===== config.mk =====
export PLATFORM = sky130hd
export DESIGN_NAME = brfu_top
export DESIGN_NICKNAME = d
export VERILOG_FILES = /design/src/hdl/brfu_pkg.sv /design/src/hdl/brfu_mem.sv /design/src/hdl/brfu_top.sv
export VERILOG_INCLUDE_DIRS = /design/src /design/src/hdl
export SDC_FILE = /design/constraint.sdc
export NUM_CORES = 1
export LEC_CHECK = 0
export BUFFER_PORTS_ARGS = -buffer_cell sky130_fd_sc_hd__buf_4
export CORE_AREA = 2 2 122 124
export DETAILED_ROUTE_END_ITERATION = 10
export DIE_AREA = 0 0 124 126
export GPL_ROUTABILITY_DRIVEN = 0
export GPL_TIMING_DRIVEN = 0
export PLACE_DENSITY = 0.75
export SLEW_MARGIN = 20
export SYNTH_ARGS = -nofsm -noshare
export SYNTH_HDL_FRONTEND = slang
export SYNTH_SLANG_ARGS = --single-unit

===== constraint.sdc =====
create_clock -name CLK -period 2.8 [get_ports CLK]
set_clock_uncertainty 0.2 [all_clocks]
set_input_delay 0.56 -clock CLK [delete_from_list [all_inputs] [get_ports CLK]]
set_output_delay 0.56 -clock CLK [all_outputs]
set_load 0.05 [all_outputs]

===== src/hdl/brfu_defines.svh =====
/*
 * Holds the register offsets, command field positions, status flag positions
 * and reset values of the bit rotate and flag unit.
 * Assumes it is included by bare name into the package and brfu_top; brfu_mem does not include it.
 */
`ifndef BRFU_DEFINES_SVH
`define BRFU_DEFINES_SVH

// ----------------------------------------------------------------------------
// register offsets (byte addresses)
// ----------------------------------------------------------------------------
`define BRFU_ADDR_CMD      8'h00
`define BRFU_ADDR_STATUS   8'h04
`define BRFU_ADDR_MEM_LO   8'h20
`define BRFU_ADDR_MEM_HI   8'h5c
`define BRFU_MEM_IDX_BASE  5'h08

// ----------------------------------------------------------------------------
// command word fields
// ----------------------------------------------------------------------------
`define BRFU_CMD_OP_LSB    0
`define BRFU_CMD_OP_MSB    3
`define BRFU_CMD_IDX_LSB   4
`define BRFU_CMD_IDX_MSB   6
`define BRFU_CMD_BIT_LSB   8
`define BRFU_CMD_BIT_MSB   10

// ----------------------------------------------------------------------------
// status register flag positions and reset values
// ----------------------------------------------------------------------------
`define BRFU_FLAG_C        0
`define BRFU_FLAG_Z        1
`define BRFU_FLAG_N        2
`define BRFU_FLAG_V        3
`define BRFU_FLAG_S        4
`define BRFU_FLAG_H        5
`define BRFU_FLAG_T        6
`define BRFU_FLAG_I        7
`define BRFU_STATUS_RESET  8'h00
`define BRFU_IO_BANK_BIT   1'b1
`define BRFU_WORK_BANK_BIT 1'b0

`endif


===== src/hdl/brfu_pkg.sv =====
/*
 * Types of the bit rotate and flag unit: operation codes, states, state record.
 * Assumes brfu_defines.svh is on the include path.
 */
`default_nettype none

package brfu_pkg;

    `include "brfu_defines.svh"

    typedef enum logic [3:0] {
        BRFU_OP_NONE        = 4'h0,
        BRFU_OP_ROTL        = 4'h1,
        BRFU_OP_ROTR        = 4'h2,
        BRFU_OP_ARITH_SHR   = 4'h3,
        BRFU_OP_SWAP        = 4'h4,
        BRFU_OP_IO_SET      = 4'h5,
        BRFU_OP_IO_CLEAR    = 4'h6,
        BRFU_OP_BIT_TO_T    = 4'h7,
        BRFU_OP_T_TO_BIT    = 4'h8,
        BRFU_OP_S_SET       = 4'h9,
        BRFU_OP_S_CLEAR     = 4'ha,
        BRFU_OP_V_SET       = 4'hb,
        BRFU_OP_V_CLEAR     = 4'hc,
        BRFU_OP_H_SET       = 4'hd,
        BRFU_OP_H_CLEAR     = 4'he
    } brfu_op_t;

    typedef enum logic [1:0] {
        BRFU_ST_IDLE = 2'b01,
        BRFU_ST_EXEC = 2'b10
    } brfu_state_t;

    typedef struct packed {
        brfu_state_t state;
        logic [7:0]  status;
        brfu_op_t    op;
        logic [2:0]  idx;
        logic [2:0]  bitn;
        logic        rd_valid;
    } brfu_regs_t;

endpackage : brfu_pkg

`default_nettype wire


===== src/hdl/brfu_mem.sv =====
/*
 * Small register memory: working registers and I/O registers, one write port
 * and one read port whose data come out of a register one cycle later.
 * Assumes a single clock; no reset, contents are undefined until written.
 */
`timescale 1ns/10ps
`default_nettype none

module brfu_mem (
    input  wire logic       clk,
    input  wire logic       we,
    input  wire logic [3:0] waddr,
    input  wire logic [7:0] wdata,
    input  wire logic [3:0] raddr,
    output var  logic [7:0] rdata
);

    logic [7:0] cells [0:15];

    always_ff @(posedge clk) begin
        if (we) begin
            cells[waddr] <= wdata;
        end
        rdata <= cells[raddr];
    end

endmodule : brfu_mem

`default_nettype wire


===== src/hdl/brfu_top.sv =====
/*
 * Bit rotate and flag unit: executes rotate, shift, swap, I/O bit set/clear,
 * transfer-flag moves and status flag set/clear, each in one execute clock.
 * Assumes an APB master on the same clock; working registers 0..7 and I/O
 * registers 0..7 live in brfu_mem and are reached through APB as well.
 */
// The implementer's own choices: the APB interface to the registers and the address map.
`timescale 1ns/10ps
`default_nettype none

`include "brfu_defines.svh"

module brfu_top (
    input  wire logic        CLK,
    input  wire logic        SRST,
    input  wire logic        PSEL,
    input  wire logic        PENABLE,
    input  wire logic        PWRITE,
    input  wire logic [7:0]  PADDR,
    input  wire logic [31:0] PWDATA,
    output var  logic [31:0] PRDATA,
    output var  logic        PREADY,
    output var  logic        PSLVERR
);
    import brfu_pkg::*;

    brfu_regs_t st;
    brfu_regs_t next_st;

    logic       is_cmd;
    logic       is_status;
    logic       is_mem;
    logic [3:0] apb_idx;
    logic [4:0] apb_word;
    logic       accept_cmd;
    logic       mem_we;
    logic [3:0] mem_waddr;
    logic [7:0] mem_wdata;
    logic [3:0] mem_raddr;
    logic [7:0] mem_rdata;
    logic [7:0] res;
    logic [7:0] flags;
    logic [3:0] cmd_op;
    logic [2:0] cmd_idx;
    logic [2:0] cmd_bit;
    logic       apb_acc;
    logic       in_exec;

    // ------------------------------------------------------------------------
    // apb decode
    // ------------------------------------------------------------------------
    assign in_exec   = (st.state == BRFU_ST_EXEC);
    assign apb_word  = PADDR[6:2] - `BRFU_MEM_IDX_BASE;
    assign apb_idx   = apb_word[3:0];
    assign is_cmd    = (PADDR == `BRFU_ADDR_CMD);
    assign is_status = (PADDR == `BRFU_ADDR_STATUS);
    assign is_mem    = (PADDR >= `BRFU_ADDR_MEM_LO) && (PADDR <= `BRFU_ADDR_MEM_HI)
                       && (PADDR[1:0] == 2'b00);
    assign apb_acc   = PSEL && PENABLE && PREADY;
    assign accept_cmd = apb_acc && PWRITE && is_cmd;
    assign cmd_op    = PWDATA[`BRFU_CMD_OP_MSB:`BRFU_CMD_OP_LSB];
    assign cmd_idx   = PWDATA[`BRFU_CMD_IDX_MSB:`BRFU_CMD_IDX_LSB];
    assign cmd_bit   = PWDATA[`BRFU_CMD_BIT_MSB:`BRFU_CMD_BIT_LSB];

    // mem reads wait one cycle for registered data; busy while executing
    assign PREADY  = !in_exec && !(PSEL && is_mem && !PWRITE && !st.rd_valid);
    assign PSLVERR = PSEL && PENABLE && PREADY && !(is_cmd || is_status || is_mem);

    always_comb begin
        PRDATA = 32'h0;
        if (is_cmd) begin
            PRDATA[`BRFU_CMD_OP_MSB:`BRFU_CMD_OP_LSB]   = st.op;
            PRDATA[`BRFU_CMD_IDX_MSB:`BRFU_CMD_IDX_LSB] = st.idx;
            PRDATA[`BRFU_CMD_BIT_MSB:`BRFU_CMD_BIT_LSB] = st.bitn;
        end else if (is_status) begin
            PRDATA[7:0] = st.status;
        end else if (is_mem) begin
            PRDATA[7:0] = mem_rdata;
        end
    end

    // ------------------------------------------------------------------------
    // operand fetch: the accepted command points the read port at its target
    // ------------------------------------------------------------------------
    always_comb begin
        mem_raddr = apb_idx;
        if (accept_cmd) begin
            if ((cmd_op == BRFU_OP_IO_SET) || (cmd_op == BRFU_OP_IO_CLEAR)) begin
                mem_raddr = {`BRFU_IO_BANK_BIT, cmd_idx};
            end else begin
                mem_raddr = {`BRFU_WORK_BANK_BIT, cmd_idx};
            end
        end
    end

    // ------------------------------------------------------------------------
    // execute datapath
    // ------------------------------------------------------------------------
    always_comb begin
        res   = mem_rdata;
        flags = st.status;
        case (st.op)
            BRFU_OP_ROTL: begin
                res = {mem_rdata[6:0], st.status[`BRFU_FLAG_C]};
                flags[`BRFU_FLAG_H] = mem_rdata[3];
                flags[`BRFU_FLAG_C] = mem_rdata[7];
            end
            BRFU_OP_ROTR: begin
                res = {st.status[`BRFU_FLAG_C], mem_rdata[7:1]};
                flags[`BRFU_FLAG_C] = mem_rdata[0];
            end
            BRFU_OP_ARITH_SHR: begin
                res = {mem_rdata[7], mem_rdata[7:1]};
                flags[`BRFU_FLAG_C] = mem_rdata[0];
            end
            BRFU_OP_SWAP:     res = {mem_rdata[3:0], mem_rdata[7:4]};
            BRFU_OP_IO_SET:   res[st.bitn] = 1'b1;
            BRFU_OP_IO_CLEAR: res[st.bitn] = 1'b0;
            BRFU_OP_BIT_TO_T: flags[`BRFU_FLAG_T] = mem_rdata[st.bitn];
            BRFU_OP_T_TO_BIT: res[st.bitn] = st.status[`BRFU_FLAG_T];
            BRFU_OP_S_SET:    flags[`BRFU_FLAG_S] = 1'b1;
            BRFU_OP_S_CLEAR:  flags[`BRFU_FLAG_S] = 1'b0;
            BRFU_OP_V_SET:    flags[`BRFU_FLAG_V] = 1'b1;
            BRFU_OP_V_CLEAR:  flags[`BRFU_FLAG_V] = 1'b0;
            BRFU_OP_H_SET:    flags[`BRFU_FLAG_H] = 1'b1;
            BRFU_OP_H_CLEAR:  flags[`BRFU_FLAG_H] = 1'b0;
            default:          res = mem_rdata;
        endcase
        if ((st.op == BRFU_OP_ROTL) || (st.op == BRFU_OP_ROTR)
                || (st.op == BRFU_OP_ARITH_SHR)) begin
            flags[`BRFU_FLAG_Z] = (res == 8'h00);
            flags[`BRFU_FLAG_N] = res[7];
            flags[`BRFU_FLAG_V] = res[7] ^ flags[`BRFU_FLAG_C];
        end
    end

    // ------------------------------------------------------------------------
    // write port: execute write-back, else apb writes
    // ------------------------------------------------------------------------
    always_comb begin
        mem_we    = 1'b0;
        mem_waddr = apb_idx;
        mem_wdata = PWDATA[7:0];
        if (in_exec) begin
            mem_waddr = {((st.op == BRFU_OP_IO_SET) || (st.op == BRFU_OP_IO_CLEAR)), st.idx};
            mem_wdata = res;
            case (st.op)
                BRFU_OP_ROTL, BRFU_OP_ROTR, BRFU_OP_ARITH_SHR, BRFU_OP_SWAP,
                BRFU_OP_IO_SET, BRFU_OP_IO_CLEAR, BRFU_OP_T_TO_BIT: mem_we = 1'b1;
                default: mem_we = 1'b0;
            endcase
        end else if (apb_acc && PWRITE && is_mem) begin
            mem_we = 1'b1;
        end
    end

    brfu_mem u_mem (
        .clk   (CLK),
        .we    (mem_we),
        .waddr (mem_waddr),
        .wdata (mem_wdata),
        .raddr (mem_raddr),
        .rdata (mem_rdata)
    );

    // ------------------------------------------------------------------------
    // state update
    // ------------------------------------------------------------------------
    always_comb begin
        next_st          = st;
        next_st.rd_valid = PSEL && is_mem && !in_exec && !accept_cmd;
        case (st.state)
            BRFU_ST_IDLE: begin
                if (accept_cmd) begin
                    next_st.op    = brfu_op_t'(cmd_op);
                    next_st.idx   = cmd_idx;
                    next_st.bitn  = cmd_bit;
                    next_st.state = BRFU_ST_EXEC;
                end else if (apb_acc && PWRITE && is_status) begin
                    next_st.status = PWDATA[7:0];
                end
            end
            BRFU_ST_EXEC: begin
                next_st.status = flags;
                next_st.state  = BRFU_ST_IDLE;
            end
            default: next_st.state = BRFU_ST_IDLE;
        endcase
    end

    always_ff @(posedge CLK) begin
        if (SRST) begin
            st <= '{state: BRFU_ST_IDLE, status: `BRFU_STATUS_RESET, op: BRFU_OP_NONE,
                    idx: 3'h0, bitn: 3'h0, rd_valid: 1'b0};
        end else begin
            st <= next_st;
        end
    end

    // ------------------------------------------------------------------------
    // checks
    // ------------------------------------------------------------------------
    rotl_result_a: assert property (@(posedge CLK) disable iff (SRST)
        in_exec && st.op == BRFU_OP_ROTL |-> mem_we && mem_wdata ==
        {mem_rdata[6:0], st.status[`BRFU_FLAG_C]}
        ##1 st.status[`BRFU_FLAG_C] == $past(mem_rdata[7])
        && st.status[`BRFU_FLAG_H] == $past(mem_rdata[3]))
        else $error("rotate left result or flags wrong");
    rotr_result_a: assert property (@(posedge CLK) disable iff (SRST)
        in_exec && st.op == BRFU_OP_ROTR |-> mem_wdata[7] == st.status[`BRFU_FLAG_C]
        ##1 st.status[`BRFU_FLAG_C] == $past(mem_rdata[0])
        && st.status[`BRFU_FLAG_H] == $past(st.status[`BRFU_FLAG_H]))
        else $error("rotate right result or flags wrong");
    io_set_a: assert property (@(posedge CLK) disable iff (SRST)
        in_exec && st.op == BRFU_OP_IO_SET |-> mem_waddr[3] && mem_wdata[st.bitn]
        ##1 st.status == $past(st.status))
        else $error("io bit set wrong");
    io_clear_a: assert property (@(posedge CLK) disable iff (SRST)
        in_exec && st.op == BRFU_OP_IO_CLEAR |-> !mem_wdata[st.bitn]
        && (mem_wdata | (8'h01 << st.bitn)) == (mem_rdata | (8'h01 << st.bitn)))
        else $error("io bit clear wrong");
    bit_store_a: assert property (@(posedge CLK) disable iff (SRST)
        in_exec && st.op == BRFU_OP_BIT_TO_T |-> !mem_we ##1
        st.status[`BRFU_FLAG_T] == $past(mem_rdata[st.bitn]))
        else $error("bit store to transfer flag wrong");
    bit_load_a: assert property (@(posedge CLK) disable iff (SRST)
        in_exec && st.op == BRFU_OP_T_TO_BIT |-> mem_wdata[st.bitn] == st.status[`BRFU_FLAG_T]
        ##1 st.status == $past(st.status))
        else $error("bit load from transfer flag wrong");
    signed_flag_a: assert property (@(posedge CLK) disable iff (SRST)
        in_exec && st.op == BRFU_OP_S_SET |=> st.status[`BRFU_FLAG_S]
        && st.status[3:0] == $past(st.status[3:0]))
        else $error("signed flag set wrong");
    overflow_flag_a: assert property (@(posedge CLK) disable iff (SRST)
        in_exec && st.op == BRFU_OP_V_CLEAR |=> !st.status[`BRFU_FLAG_V]
        && st.status[`BRFU_FLAG_S] == $past(st.status[`BRFU_FLAG_S]))
        else $error("overflow flag clear wrong");
    half_flag_a: assert property (@(posedge CLK) disable iff (SRST)
        in_exec && st.op == BRFU_OP_H_SET |=> st.status[`BRFU_FLAG_H] && !in_exec)
        else $error("half carry set wrong");
    arith_shift_a: assert property (@(posedge CLK) disable iff (SRST)
        in_exec && st.op == BRFU_OP_ARITH_SHR |-> mem_wdata == {mem_rdata[7], mem_rdata[7:1]}
        ##1 st.status[`BRFU_FLAG_C] == $past(mem_rdata[0]))
        else $error("arithmetic shift wrong");
    swap_nibble_a: assert property (@(posedge CLK) disable iff (SRST)
        in_exec && st.op == BRFU_OP_SWAP |-> mem_wdata == {mem_rdata[3:0], mem_rdata[7:4]}
        ##1 st.status == $past(st.status))
        else $error("nibble swap wrong");

endmodule : brfu_top

`default_nettype wire


---- After elaboration in Yosys (flattened, before gate mapping) ----
Memories as Yosys holds them, arrays and structs flattened. A register that Yosys moved wholly into a read port is not among the register bits.
Cells that the tools add are included.
storage, ports and cells
  bits in registers ....................... 21
  bits in writable memories ............... 128
  logic and storage cells ................. 123
  memories ................................ 1
memories
  name         depth  width  rd ports  clocked after Yosys merged registers in  wr ports  RTL line        source
  u_mem.cells  16     8      1         1                                        1         brfu_mem.sv:18  logic [7:0] cells [0:15];
cells by class
  add/sub/neg operators ................... 1
  magnitude comparators ................... 4
  equality and inequality tests ........... 26
  muxes and demuxes ....................... 29
  bitwise gates (word level) .............. 7
  reduce and logical (&&, ||, !) cells .... 43
operators by type and width
  cell                                                             count
  case mux 8 bit (7 select lines)                                  1
  2-to-1 mux 8 bit                                                 5
  == test 4 bit (second input constant)                            7
  == test 4 x 3 -> 1 bit (second input constant)                   6
  AND reduction 4 bit                                              6
  logical AND 1 bit                                                16
  zero test 8 bit                                                  2
  case mux 8 bit (2 select lines)                                  1
  2-to-1 mux 4 bit                                                 3
  2-to-1 mux 1 bit                                                 9
  bitwise AND 8 bit                                                1
  bitwise mux 8 bit                                                1
  == test 4 x 2 -> 1 bit (second input constant)                   2
  == test 8 x 3 -> 1 bit (second input constant)                   1
  >= comparator 8 x 6 -> 1 bit (second input constant)             1
  less-or-equal comparator 8 x 7 -> 1 bit (second input constant)  1
  != test 4 x 1 -> 1 bit (second input constant)                   2
  NOT 8 bit                                                        1
  bitwise OR 8 bit                                                 1
  2-to-1 mux 7 bit                                                 1
  OR reduction 7 bit                                               1
  zero test 1 bit                                                  6
  logical OR 1 bit                                                 6
  2-to-1 mux 3 bit                                                 2
  other kinds (20)                                                 27

---- Logic depth before layout (Yosys ltp) ----
Gate-level depths: netlist (run 1).
  word-level depth ........................ 15
  depth in mapped cells ................... 8
  gate-level depth less buffers ........... 6

---- Cells and area by module ----
Synthesis (run 1) repeated with hierarchy kept, for this count alone.
second synthesis, totals
  cell total of the unflattened synthesis .. 574
  area, all modules ....................... 7518.5 sq um
by module, submodules not included
  module    instances  cells an instance  area each (sq um)
  brfu_mem  1          229                5147.4
  brfu_top  1          345                2371.0

---- Worst setup path before layout (run 1) ----
No wires, ideal clock.
  kind .................................... in2out
  from .................................... in PADDR[2]
  to ...................................... out PRDATA[0]
  arrival ................................. 2508 ps
  data required time ...................... 2040 ps
  setup slack ............................. -468 ps
  stages .................................. 4
  path through ............................ clkbuf_1 buf_1 mux2i_1 o21ai_0
between the ends
  longest elaborated chain between the ends .. 6
RTL lines
  item                                                                                                             RTL line        source
  start: declaration                                                                                               brfu_top.sv:19  input wire logic [7:0] PADDR,
  >= comparator 8 x 6 -> 1 bit (no source line) / less-or-equal comparator 8 x 7 -> 1 bit (equally long branches)  n/a
  logical AND 1 bit (2 in a row)                                                                                   brfu_top.sv:57  assign is_mem = (PADDR >= `BRFU_ADDR_MEM_LO) && (PADDR <= `BRFU_ADDR_MEM_HI)
  2-to-1 mux 8 bit                                                                                                 brfu_top.sv:77  end else if (is_mem) begin
  2-to-1 mux 8 bit                                                                                                 brfu_top.sv:75  end else if (is_status) begin
  2-to-1 mux 7 bit (*)                                                                                             brfu_top.sv:71  if (is_cmd) begin
  end: declaration                                                                                                 brfu_top.sv:21  output var logic [31:0] PRDATA,
Mark *: on every way between the ends. The rest lies on a longest branch, timed or not.

---- Worst setup path in the final report (run 1) ----
  from .................................... reg st[7] in the netlist's numbering
  to ...................................... mem u_mem.cells[14][5] (enable)
between the ends
  longest elaborated chain between the ends .. 6
RTL lines
  item                                            RTL line         source
  start: declaration                              brfu_top.sv:27   brfu_regs_t st;
  start signal: assignment                        brfu_top.sv:193  st <= '{state: BRFU_ST_IDLE, status: `BRFU_STATUS_RESET, op: BRFU_OP_NONE,
  start signal: assignment                        brfu_top.sv:196  st <= next_st;
  == test 4 x 1 -> 1 bit (tied with other cells)  brfu_top.sv:147  case (st.op)
  OR reduction 7 bit                              brfu_top.sv:147
  2-to-1 mux 1 bit                                brfu_top.sv:147
  2-to-1 mux 1 bit                                brfu_top.sv:144  if (in_exec) begin
  2-to-1 mux 1 bit                                brfu_mem.sv:21   if (we) begin
  2-to-1 mux 1 bit (not written as such)          brfu_mem.sv:22   cells[waddr] <= wdata;
  end: declaration                                brfu_mem.sv:18
Parallel ways exist; a longest one is shown, timed or not.

==> results of run 1 <==
[power breakdown]
group / leakage (nW) / switching, mW / internal [mW]
logic: 1.51 / 0.304 / 0.171
clock network: 0.299 / 0.977 / 1.43
registers: 1.39 / 0.0139 / 2.53
[cells by family (layout without fill, tap and decap cells)]
group | Yosys count | count (layout)
muxes | 44 | 44
other | 1 | 21
xor gates and xnor gates | 3 | 3
and+or+nand+nor | 171 | 171
AOI/OAI and AO/OA | 131 | 131
adders and majority gates | 1 | 1
DFF | 157 | 157
buffers and inverters | 70 | 158
[synth_stat cells (4+ instances only)]
| library cell | n | area (µm²) |
|---|---|---|
| sky130_fd_sc_hd__a211oi_1 | 6 | 45.04 |
| sky130_fd_sc_hd__a21o_1 | 4 | 30.03 |
| sky130_fd_sc_hd__a21oi_1 | 20 | 100.1 |
| sky130_fd_sc_hd__a221o_1 | 4 | 40.04 |
| sky130_fd_sc_hd__a22o_1 | 6 | 52.55 |
| sky130_fd_sc_hd__a22oi_1 | 18 | 135.1 |
| sky130_fd_sc_hd__a31oi_1 | 4 | 25.02 |
| sky130_fd_sc_hd__and2_1 | 5 | 31.28 |
| sky130_fd_sc_hd__buf_1 | 6 | 22.52 |
| sky130_fd_sc_hd__buf_2 | 4 | 20.02 |
| sky130_fd_sc_hd__buf_4 | 21 | 157.7 |
| sky130_fd_sc_hd__clkbuf_1 | 25 | 93.84 |
| sky130_fd_sc_hd__dfxtp_1 | 29 | 580.6 |
| sky130_fd_sc_hd__edfxtp_1 | 128 | 3844 |
| sky130_fd_sc_hd__inv_1 | 11 | 41.29 |
| sky130_fd_sc_hd__mux2i_1 | 11 | 110.1 |
| sky130_fd_sc_hd__mux4_2 | 29 | 653.1 |
| sky130_fd_sc_hd__nand2_1 | 51 | 191.4 |
| sky130_fd_sc_hd__nand2b_1 | 8 | 50.05 |
| sky130_fd_sc_hd__nand3_1 | 22 | 110.1 |
| sky130_fd_sc_hd__nand3b_1 | 6 | 45.04 |
| sky130_fd_sc_hd__nor2_1 | 35 | 131.4 |
| sky130_fd_sc_hd__nor2b_1 | 5 | 31.28 |
| sky130_fd_sc_hd__nor3_1 | 11 | 55.05 |
| sky130_fd_sc_hd__nor3b_1 | 4 | 30.03 |
| sky130_fd_sc_hd__nor4bb_1 | 4 | 40.04 |
| sky130_fd_sc_hd__o21ai_0 | 23 | 115.1 |
| sky130_fd_sc_hd__o221ai_1 | 6 | 52.55 |
| sky130_fd_sc_hd__o22ai_1 | 6 | 37.54 |
| sky130_fd_sc_hd__o31ai_1 | 5 | 37.54 |
| sky130_fd_sc_hd__or2_2 | 5 | 31.28 |
| sky130_fd_sc_hd__or3_1 | 4 | 25.02 |
[state kept, by name, summed over array words and instances, names as in the netlist]
signal	count
u_mem.cells	128
st	20
u_mem.rdata	8
flags	1
[routing by layer]
layer,wire length (µm),up-vias
met5,0,-
met1,7594,2744
met4,1258,0
met2,9358,425
met3,2281,138
li1,-,2419
[metrics by stage]
stage	instance area [µm²]	setup slack, ns
6_report	9309	0.01264
5_1_grt	9309	-0.09016
4_1_cts	9014	-0.1333
3_5_place_dp	8124	-0.5736
3_3_place_gp	8071	-1.401
2_1_floorplan	7579	-0.1346
[worst max-delay path, delay by kind of cell, from the launching register on]
family,cells,cell delay (ns)
AOI/OAI and AO/OA,2,1.00
buffers and inverters,2,0.38
DFF,1,0.33
and+or+nand+nor,3,0.64
[timing repair]
action                                  in CTS  in global routing
resized for setup                           67                 27
cloned                                       0                  0
buffers inserted                             3                 14
pin swaps                                    3                 18
endpoints found under the setup margin     272                262
[cell type report]
cell class	instances	area, µm²
Buffer	58	360.3
Clock buffer	19	432.9
Clock inverter	13	185.2
Fill cell	1012	5005
Inverter	11	41.29
Multi-Input combinational cell	371	3103
Sequential cell	157	4424
Tap cell	184	230.2
Timing Repair Buffer	57	531.8
[final timing paths]
kind | endpoint | from
setup / recovery | u_mem.cells[14][5] | st[7]
hold / removal | st[19] | SRST
setup reg to reg | u_mem.cells[14][5] | st[7]
hold reg to reg | flags[7] | flags[7]
==> results_tabular.tex, run 1 <==
\begin{tabular}{lr}
\hline
Metric & Value \\
\hline
\multicolumn{2}{l}{\textbf{Synth}} \\
\quad Combinational family with the most area after synthesis & compound AO/OA/AOI/OAI gates \\
\quad Unique masters post-synth & 69 \\
\quad Register bit count reported by yosys & about 160 \\
\quad Post-synthesis mux area share & 0.1139 \\
\quad Prevailing post-synth register cell & sky130\_fd\_sc\_hd\_\_edfxtp\_1 \\
\quad Compound-gate portion of the synthesized area & 0.1245 \\
\quad Number of flops mapped to enable cells by yosys & about 130 \\
\quad Total of warnings raised by yosys & 0 \\
\quad Sequential area share after synthesis & 0.5907 \\
\quad Fraction of registers with async set or reset after synthesis & 0 \\
\quad Xor and xnor fraction of the mapped netlist area & 0.003508 \\
\quad Avg Inst Size Synth & 12.96 µm² \\
\quad Synthesized cell area & approximately 7500 µm² \\
\quad Share of synthesized cell area in full adder, half adder and majority cells & 0.001336 \\
\quad Simple-Gate Fraction of Synth Area & 0.1163 \\
\quad Synthesized instance count & just under 600 \\
\multicolumn{2}{l}{\textbf{Clock network}} \\
\quad Cts hold-fix bufs & 0 \\
\quad Clock latency on the worst-skew pair & 0.43 ns \\
\quad Cts bufs inserted & 17 \\
\quad H-Tree Depth & 4 \\
\quad TritonCTS clock tree & built \\
\quad Count of clock tree sinks & between 150 and 200 \\
\quad Root buf cell & sky130\_fd\_sc\_hd\_\_clkbuf\_16 \\
\quad Clock-pin slew on the worst setup and hold paths & roughly 0.07 ns \\
\quad Clock tree buffer depth & 2 \\
\multicolumn{2}{l}{\textbf{Finish}} \\
\quad Diode count & 0 \\
\quad Most common cell after layout, fill and taps aside & sky130\_fd\_sc\_hd\_\_edfxtp\_1 \\
\quad Final std cells w/o fill & 870 \\
\quad Commonest cells after routing, fill and taps aside & sky130\_fd\_sc\_hd\_\_edfxtp\_1, sky130\_fd\_sc\_hd\_\_buf\_4, sky130\_fd\_sc\_hd\_\_nand2\_1 \\
\quad Layout cells sized above 1 & 0.3163 \\
\quad Area added between synthesis and finish & 24.29\% \\
\quad Net count, final & a little over 700 \\
\quad Share of the core filled with cells & 0.6504 \\
\multicolumn{2}{l}{\textbf{Power and ir drop}} \\
\quad Leakage power summed over all cells & 3.191 nW \\
\quad Max VDD drop & around 0.00071 V \\
\quad Total power consumption of the routed design & 5.427 mW \\
\quad Total power divided by cell area & 582.9 nW/µm² \\
\multicolumn{2}{l}{\textbf{Setup path}} \\
\quad Delay of the slowest cell on the worst path & 0.52 ns \\
\quad Required arrival time at the worst endpoint & roughly 2.8 ns \\
\quad Depth of the most critical reg-to-reg path & 7 \\
\quad CP max FO & 10 \\
\quad CP Class & flip-flop to flip-flop \\
\quad Worst-path cell with the longest stage delay & sky130\_fd\_sc\_hd\_\_o21bai\_2 \\
\quad Register-to-register setup slack & 0.01 ns \\
\quad Arrival time of data at the critical path endpoint & $\sim$2.8 ns \\
\quad Type of element capturing the critical path & flip-flop \\
\quad Worst Setup Start Kind & flip-flop \\
\quad Series of cell instances along the critical path & clkbuf\_2 -> nor2\_1 -> a221o\_1 -> nor3\_2 -> o21bai\_2 -> nor2\_4 -> buf\_12 \\
\multicolumn{2}{l}{\textbf{STA}} \\
\quad Max Clk Rate & $\sim$0.36 GHz \\
\quad Fraction of the cycle the final worst path needs & 0.9955 \\
\quad Hold Slack & 0.1775 ns \\
\quad Measured slew at the worst slew-check pin & roughly 1.2 ns \\
\quad Endpoints failing setup & 0 \\
\quad Relative max-transition margin & 0.2253 \\
\quad Max-slew violation count & 0 \\
\quad Shortest period the worst path allows & between 2 and 3 ns \\
\quad Hold violation count in the final report & 0 \\
\quad Accumulated negative setup slack & 0 ns \\
\multicolumn{2}{l}{\textbf{GRT}} \\
\quad M2 GR Usage & 0.4121 \\
\quad Met1 routing resource usage after global routing & 0.3548 \\
\quad Pin count of the biggest net entering global routing & 17 \\
\quad Antenna violations before repair & 0 \\
\quad GRT Total Usage & 0.2676 \\
\quad Gr ovfl total & 0 \\
\quad Gr busiest metal & met2 \\
\quad Number of global-route vias before repair & around 5400 \\
\quad Fraction of met3 tracks used by global routing & 0.08107 \\
\quad Wire length of the first global-routing pass & just over 30000 µm \\
\multicolumn{2}{l}{\textbf{Route}} \\
\quad Iteration-0 DRC count of the detailed router & 934 \\
\quad Via count of the routed design & $\sim$5700 \\
\quad DRC violations left & 0 \\
\quad Detailed-router iteration count before antenna repair & 7 \\
\quad Wire length per cell after detailed routing & between 20 and 25 µm \\
\quad Post-DR vias/cell & between 6 and 7 \\
\quad Total Wirelength & 20490 µm \\
\quad Detail Route Antenna Nets & 0 \\
\multicolumn{2}{l}{\textbf{Die}} \\
\quad Die span in x & $\sim$120 µm \\
\quad Core outline area & about 14000 µm² \\
\quad Number of primary I/O pins & slightly below 80 \\
\quad Starting Density & 0.5233 \\
\quad Area enclosed by the die boundary & around 16000 µm² \\
\quad Die Height & $\sim$130 µm \\
\quad Std-Cell Rows & 44 \\
\multicolumn{2}{l}{\textbf{Status}} \\
\quad Result of the run & finished, final reports clean \\
\multicolumn{2}{l}{\textbf{Min path}} \\
\quad Min-delay worst type & primary input to flip-flop \\
\quad Worst hold stages & 2 \\
\multicolumn{2}{l}{\textbf{Place}} \\
\quad Port bufs & 35 \\
\quad HPWL after detailed placement & roughly 13000 µm \\
\quad Number of cells in the design after placement & between 800 and 900 \\
\multicolumn{2}{l}{\textbf{Flow run}} \\
\quad Max-capacitance violation count & 0 \\
\hline
\end{tabular}
Power figures use the tool's default switching activity.
==> run 2, diff against run 1 <==
==> constraint.sdc (replaced) <==
create_clock -name CLK -period 2.8 [get_ports CLK]
set_clock_uncertainty 0.2 [all_clocks]
set_input_delay 0 -clock CLK [delete_from_list [all_inputs] [get_ports CLK]]
set_output_delay 0 -clock CLK [all_outputs]
set_load 0.05 [all_outputs]
==> results_tabular.tex, run 2 (synthesis gave the netlist of run 1 again) <==
\begin{tabular}{lr}
\hline
Metric & Value \\
\hline
\multicolumn{2}{l}{\textbf{Status}} \\
\quad Result of the run & finished, final reports clean \\
\multicolumn{2}{l}{\textbf{Route}} \\
\quad Total Wirelength & between 20000 and 25000 µm \\
\quad Via count of the routed design & a little under 6000 \\
\quad Detail Route Antenna Nets & 0 \\
\quad Wire length per cell after detailed routing & 23.58 µm \\
\quad DRC violations left & 0 \\
\quad Post-DR vias/cell & $\sim$6.5 \\
\quad Detailed-router iteration count before antenna repair & 6 \\
\quad Iteration-0 DRC count of the detailed router & between 900 and 1000 \\
\multicolumn{2}{l}{\textbf{STA}} \\
\quad Hold violation count in the final report & 0 \\
\quad Relative max-transition margin & 0.3392 \\
\quad Final Worst Setup Slack & between 0.04 and 0.05 ns \\
\quad Max Clk Rate & 0.3634 GHz \\
\quad Shortest period the worst path allows & approximately 2.8 ns \\
\quad Max-slew violation count & 0 \\
\quad Fraction of the cycle the final worst path needs & 0.9828 \\
\quad RSZ-0062 raised after global routing & yes \\
\quad Measured slew at the worst slew-check pin & 0.9876 ns \\
\quad Endpoints failing setup & 0 \\
\multicolumn{2}{l}{\textbf{Clock network}} \\
\quad Clock latency on the worst-skew pair & approximately 0.43 ns \\
\quad Clock tree buffer depth & 2 \\
\quad Root buf cell & sky130\_fd\_sc\_hd\_\_clkbuf\_16 \\
\quad Clock-pin slew on the worst setup and hold paths & $\sim$0.070 ns \\
\quad H-Tree Depth & 4 \\
\quad TritonCTS clock tree & built \\
\quad Count of clock tree sinks & approximately 160 \\
\quad Cts bufs inserted & 17 \\
\multicolumn{2}{l}{\textbf{Finish}} \\
\quad Area added between synthesis and finish & 24.39\% \\
\quad Number of flip-flops under the largest register name & $\sim$130 \\
\quad Most common cell after layout, fill and taps aside & sky130\_fd\_sc\_hd\_\_edfxtp\_1 \\
\quad Largest register by flop count & u\_mem.cells \\
\quad Net count, final & 733 \\
\quad Biggest regs & u\_mem.cells x128, st x20, u\_mem.rdata x8 \\
\quad Commonest cells after routing, fill and taps aside & sky130\_fd\_sc\_hd\_\_edfxtp\_1, sky130\_fd\_sc\_hd\_\_buf\_4, sky130\_fd\_sc\_hd\_\_nand2\_1 \\
\quad Layout cells sized above 1 & 0.2981 \\
\quad Final std cells w/o fill & slightly below 900 \\
\quad Diode count & 0 \\
\multicolumn{2}{l}{\textbf{Die}} \\
\quad Area enclosed by the die boundary & $\sim$16000 µm² \\
\quad Die span in x & between 100 and 150 µm \\
\quad Die Height & between 100 and 150 µm \\
\quad Std-Cell Rows & 44 \\
\quad Number of primary I/O pins & between 70 and 80 \\
\quad Core outline area & around 14000 µm² \\
\quad Starting Density & 0.5233 \\
\multicolumn{2}{l}{\textbf{Place}} \\
\quad HPWL after detailed placement & roughly 13000 µm \\
\quad Worst setup timing slack at the placement stage & -0.6116 ns \\
\quad Port bufs & 35 \\
\quad Number of cells in the design after placement & just over 800 \\
\multicolumn{2}{l}{\textbf{Setup path}} \\
\quad Type of element capturing the critical path & flip-flop \\
\quad Arrival time of data at the critical path endpoint & $\sim$2.7 ns \\
\quad CP max FO & 12 \\
\quad CP Class & flip-flop to flip-flop \\
\quad Required arrival time at the worst endpoint & 2.76 ns \\
\quad Worst Setup Start Kind & flip-flop \\
\multicolumn{2}{l}{\textbf{GRT}} \\
\quad Pin count of the biggest net entering global routing & 17 \\
\quad Number of global-route vias before repair & 5486 \\
\quad Antenna violations before repair & 0 \\
\quad Gr ovfl total & 0 \\
\quad Wire length of the first global-routing pass & 30800 µm \\
\quad GRT Total Usage & 0.2709 \\
\multicolumn{2}{l}{\textbf{Min path}} \\
\quad Min-delay worst type & primary input to flip-flop \\
\multicolumn{2}{l}{\textbf{Power and ir drop}} \\
\quad Total power divided by cell area & between 500 and 600 nW/µm² \\
\quad Total power consumption of the routed design & slightly above 5 mW \\
\quad Leakage power summed over all cells & 3.199 nW \\
\quad Max VDD drop & 0.0005690 V \\
\multicolumn{2}{l}{\textbf{Flow run}} \\
\quad Max-capacitance violation count & 0 \\
\hline
\end{tabular}
run 2: changes by cell type in the layout (fill, tap and decap cells not counted), moves of 3 or more:
cell | before | now
sky130_fd_sc_hd__dlygate4sd3_1 | 0 | 18
sky130_fd_sc_hd__o21ai_0 | 9 | 15
sky130_fd_sc_hd__o21ai_1 | 6 | 1
sky130_fd_sc_hd__buf_12 | 8 | 5
sky130_fd_sc_hd__bufinv_16 | 3 | 0
sky130_fd_sc_hd__clkbuf_2 | 4 | 7
sky130_fd_sc_hd__inv_6 | 2 | 5
run 2: final cells by class:
class                   count  area [µm²]
repair buffers             71       640.6
clock buffers              17       425.4
inverters                  11       41.29
well taps                 184       230.2
clock inverters            15       133.9
fillers                   997        4997
multi-input cells         371        3074
plain buffers              59       346.6
flip-flops and latches    157        4424
run 2: worst paths after layout:
check             slack [ns]  depth (start not counted)                end  startpoint
setup / recovery        0.05                          7  u_mem.cells[9][1]      st[10]
setup reg to reg        0.05                          7  u_mem.cells[9][1]      st[10]
hold / removal          0.08                          5              st[0]    PADDR[6]
hold reg to reg         0.26                          2           flags[7]    flags[7]
run 2: worst max-delay path, stage by stage, from the launching register on:
cell and delay [ns]:
sky130_fd_sc_hd__dfxtp_1 0.31, sky130_fd_sc_hd__buf_2 0.22, sky130_fd_sc_hd__or4b_1 0.52, sky130_fd_sc_hd__a21oi_4 0.29, sky130_fd_sc_hd__nor2_1 0.15, sky130_fd_sc_hd__o311ai_2 0.42
sky130_fd_sc_hd__o21ai_2 0.17, sky130_fd_sc_hd__buf_4 0.21
run 2: timing repair:
| action | 4_1_cts | 5_1_grt |
|---|---|---|
| endpoints found under the setup margin | 252 | 236 |
| setup buffers | 1 | 11 |
| hold buffers | 18 | 0 |
| pin swaps | 1 | 9 |
| endpoints found under the hold margin | 83 | 0 |
| resized for setup | 61 | 24 |
run 2: per-stage QoR:
stage	hold WS [ns]	util	setup TNS (ns)	area, µm²
after detailed placement	0.04811	0.5666	-93.31	8110
after CTS	0.03530	0.6360	0	9104
after global routing	0.1097	0.6509	-0.4975	9316
final	0.08021	0.6509	0	9316
after global placement	0.04574	0.5629	-187.26	8058
after floorplan	-0.08050	-	0	7565
run 2: power breakdown:
part           switching [mW]  internal [mW]  total (mW)  leakage (nW)
combinational           0.300          0.171       0.471          1.54
clock                    1.01           1.16        2.18         0.270
sequential             0.0148           2.53        2.55          1.39
total                    1.33           3.87        5.19          3.20
run 2: metal layers:
| layer | share of wire | track usage | vias up |
|---|---|---|---|
| li1 | - | - | 2447 |
| met1 | 0.37 | 0.3491 | 2798 |
| met2 | 0.49 | 0.4295 | 450 |
| met3 | 0.099 | 0.07246 | 74 |
| met4 | 0.038 | 0.1236 | 0 |
| met5 | 0 | 0 | - |
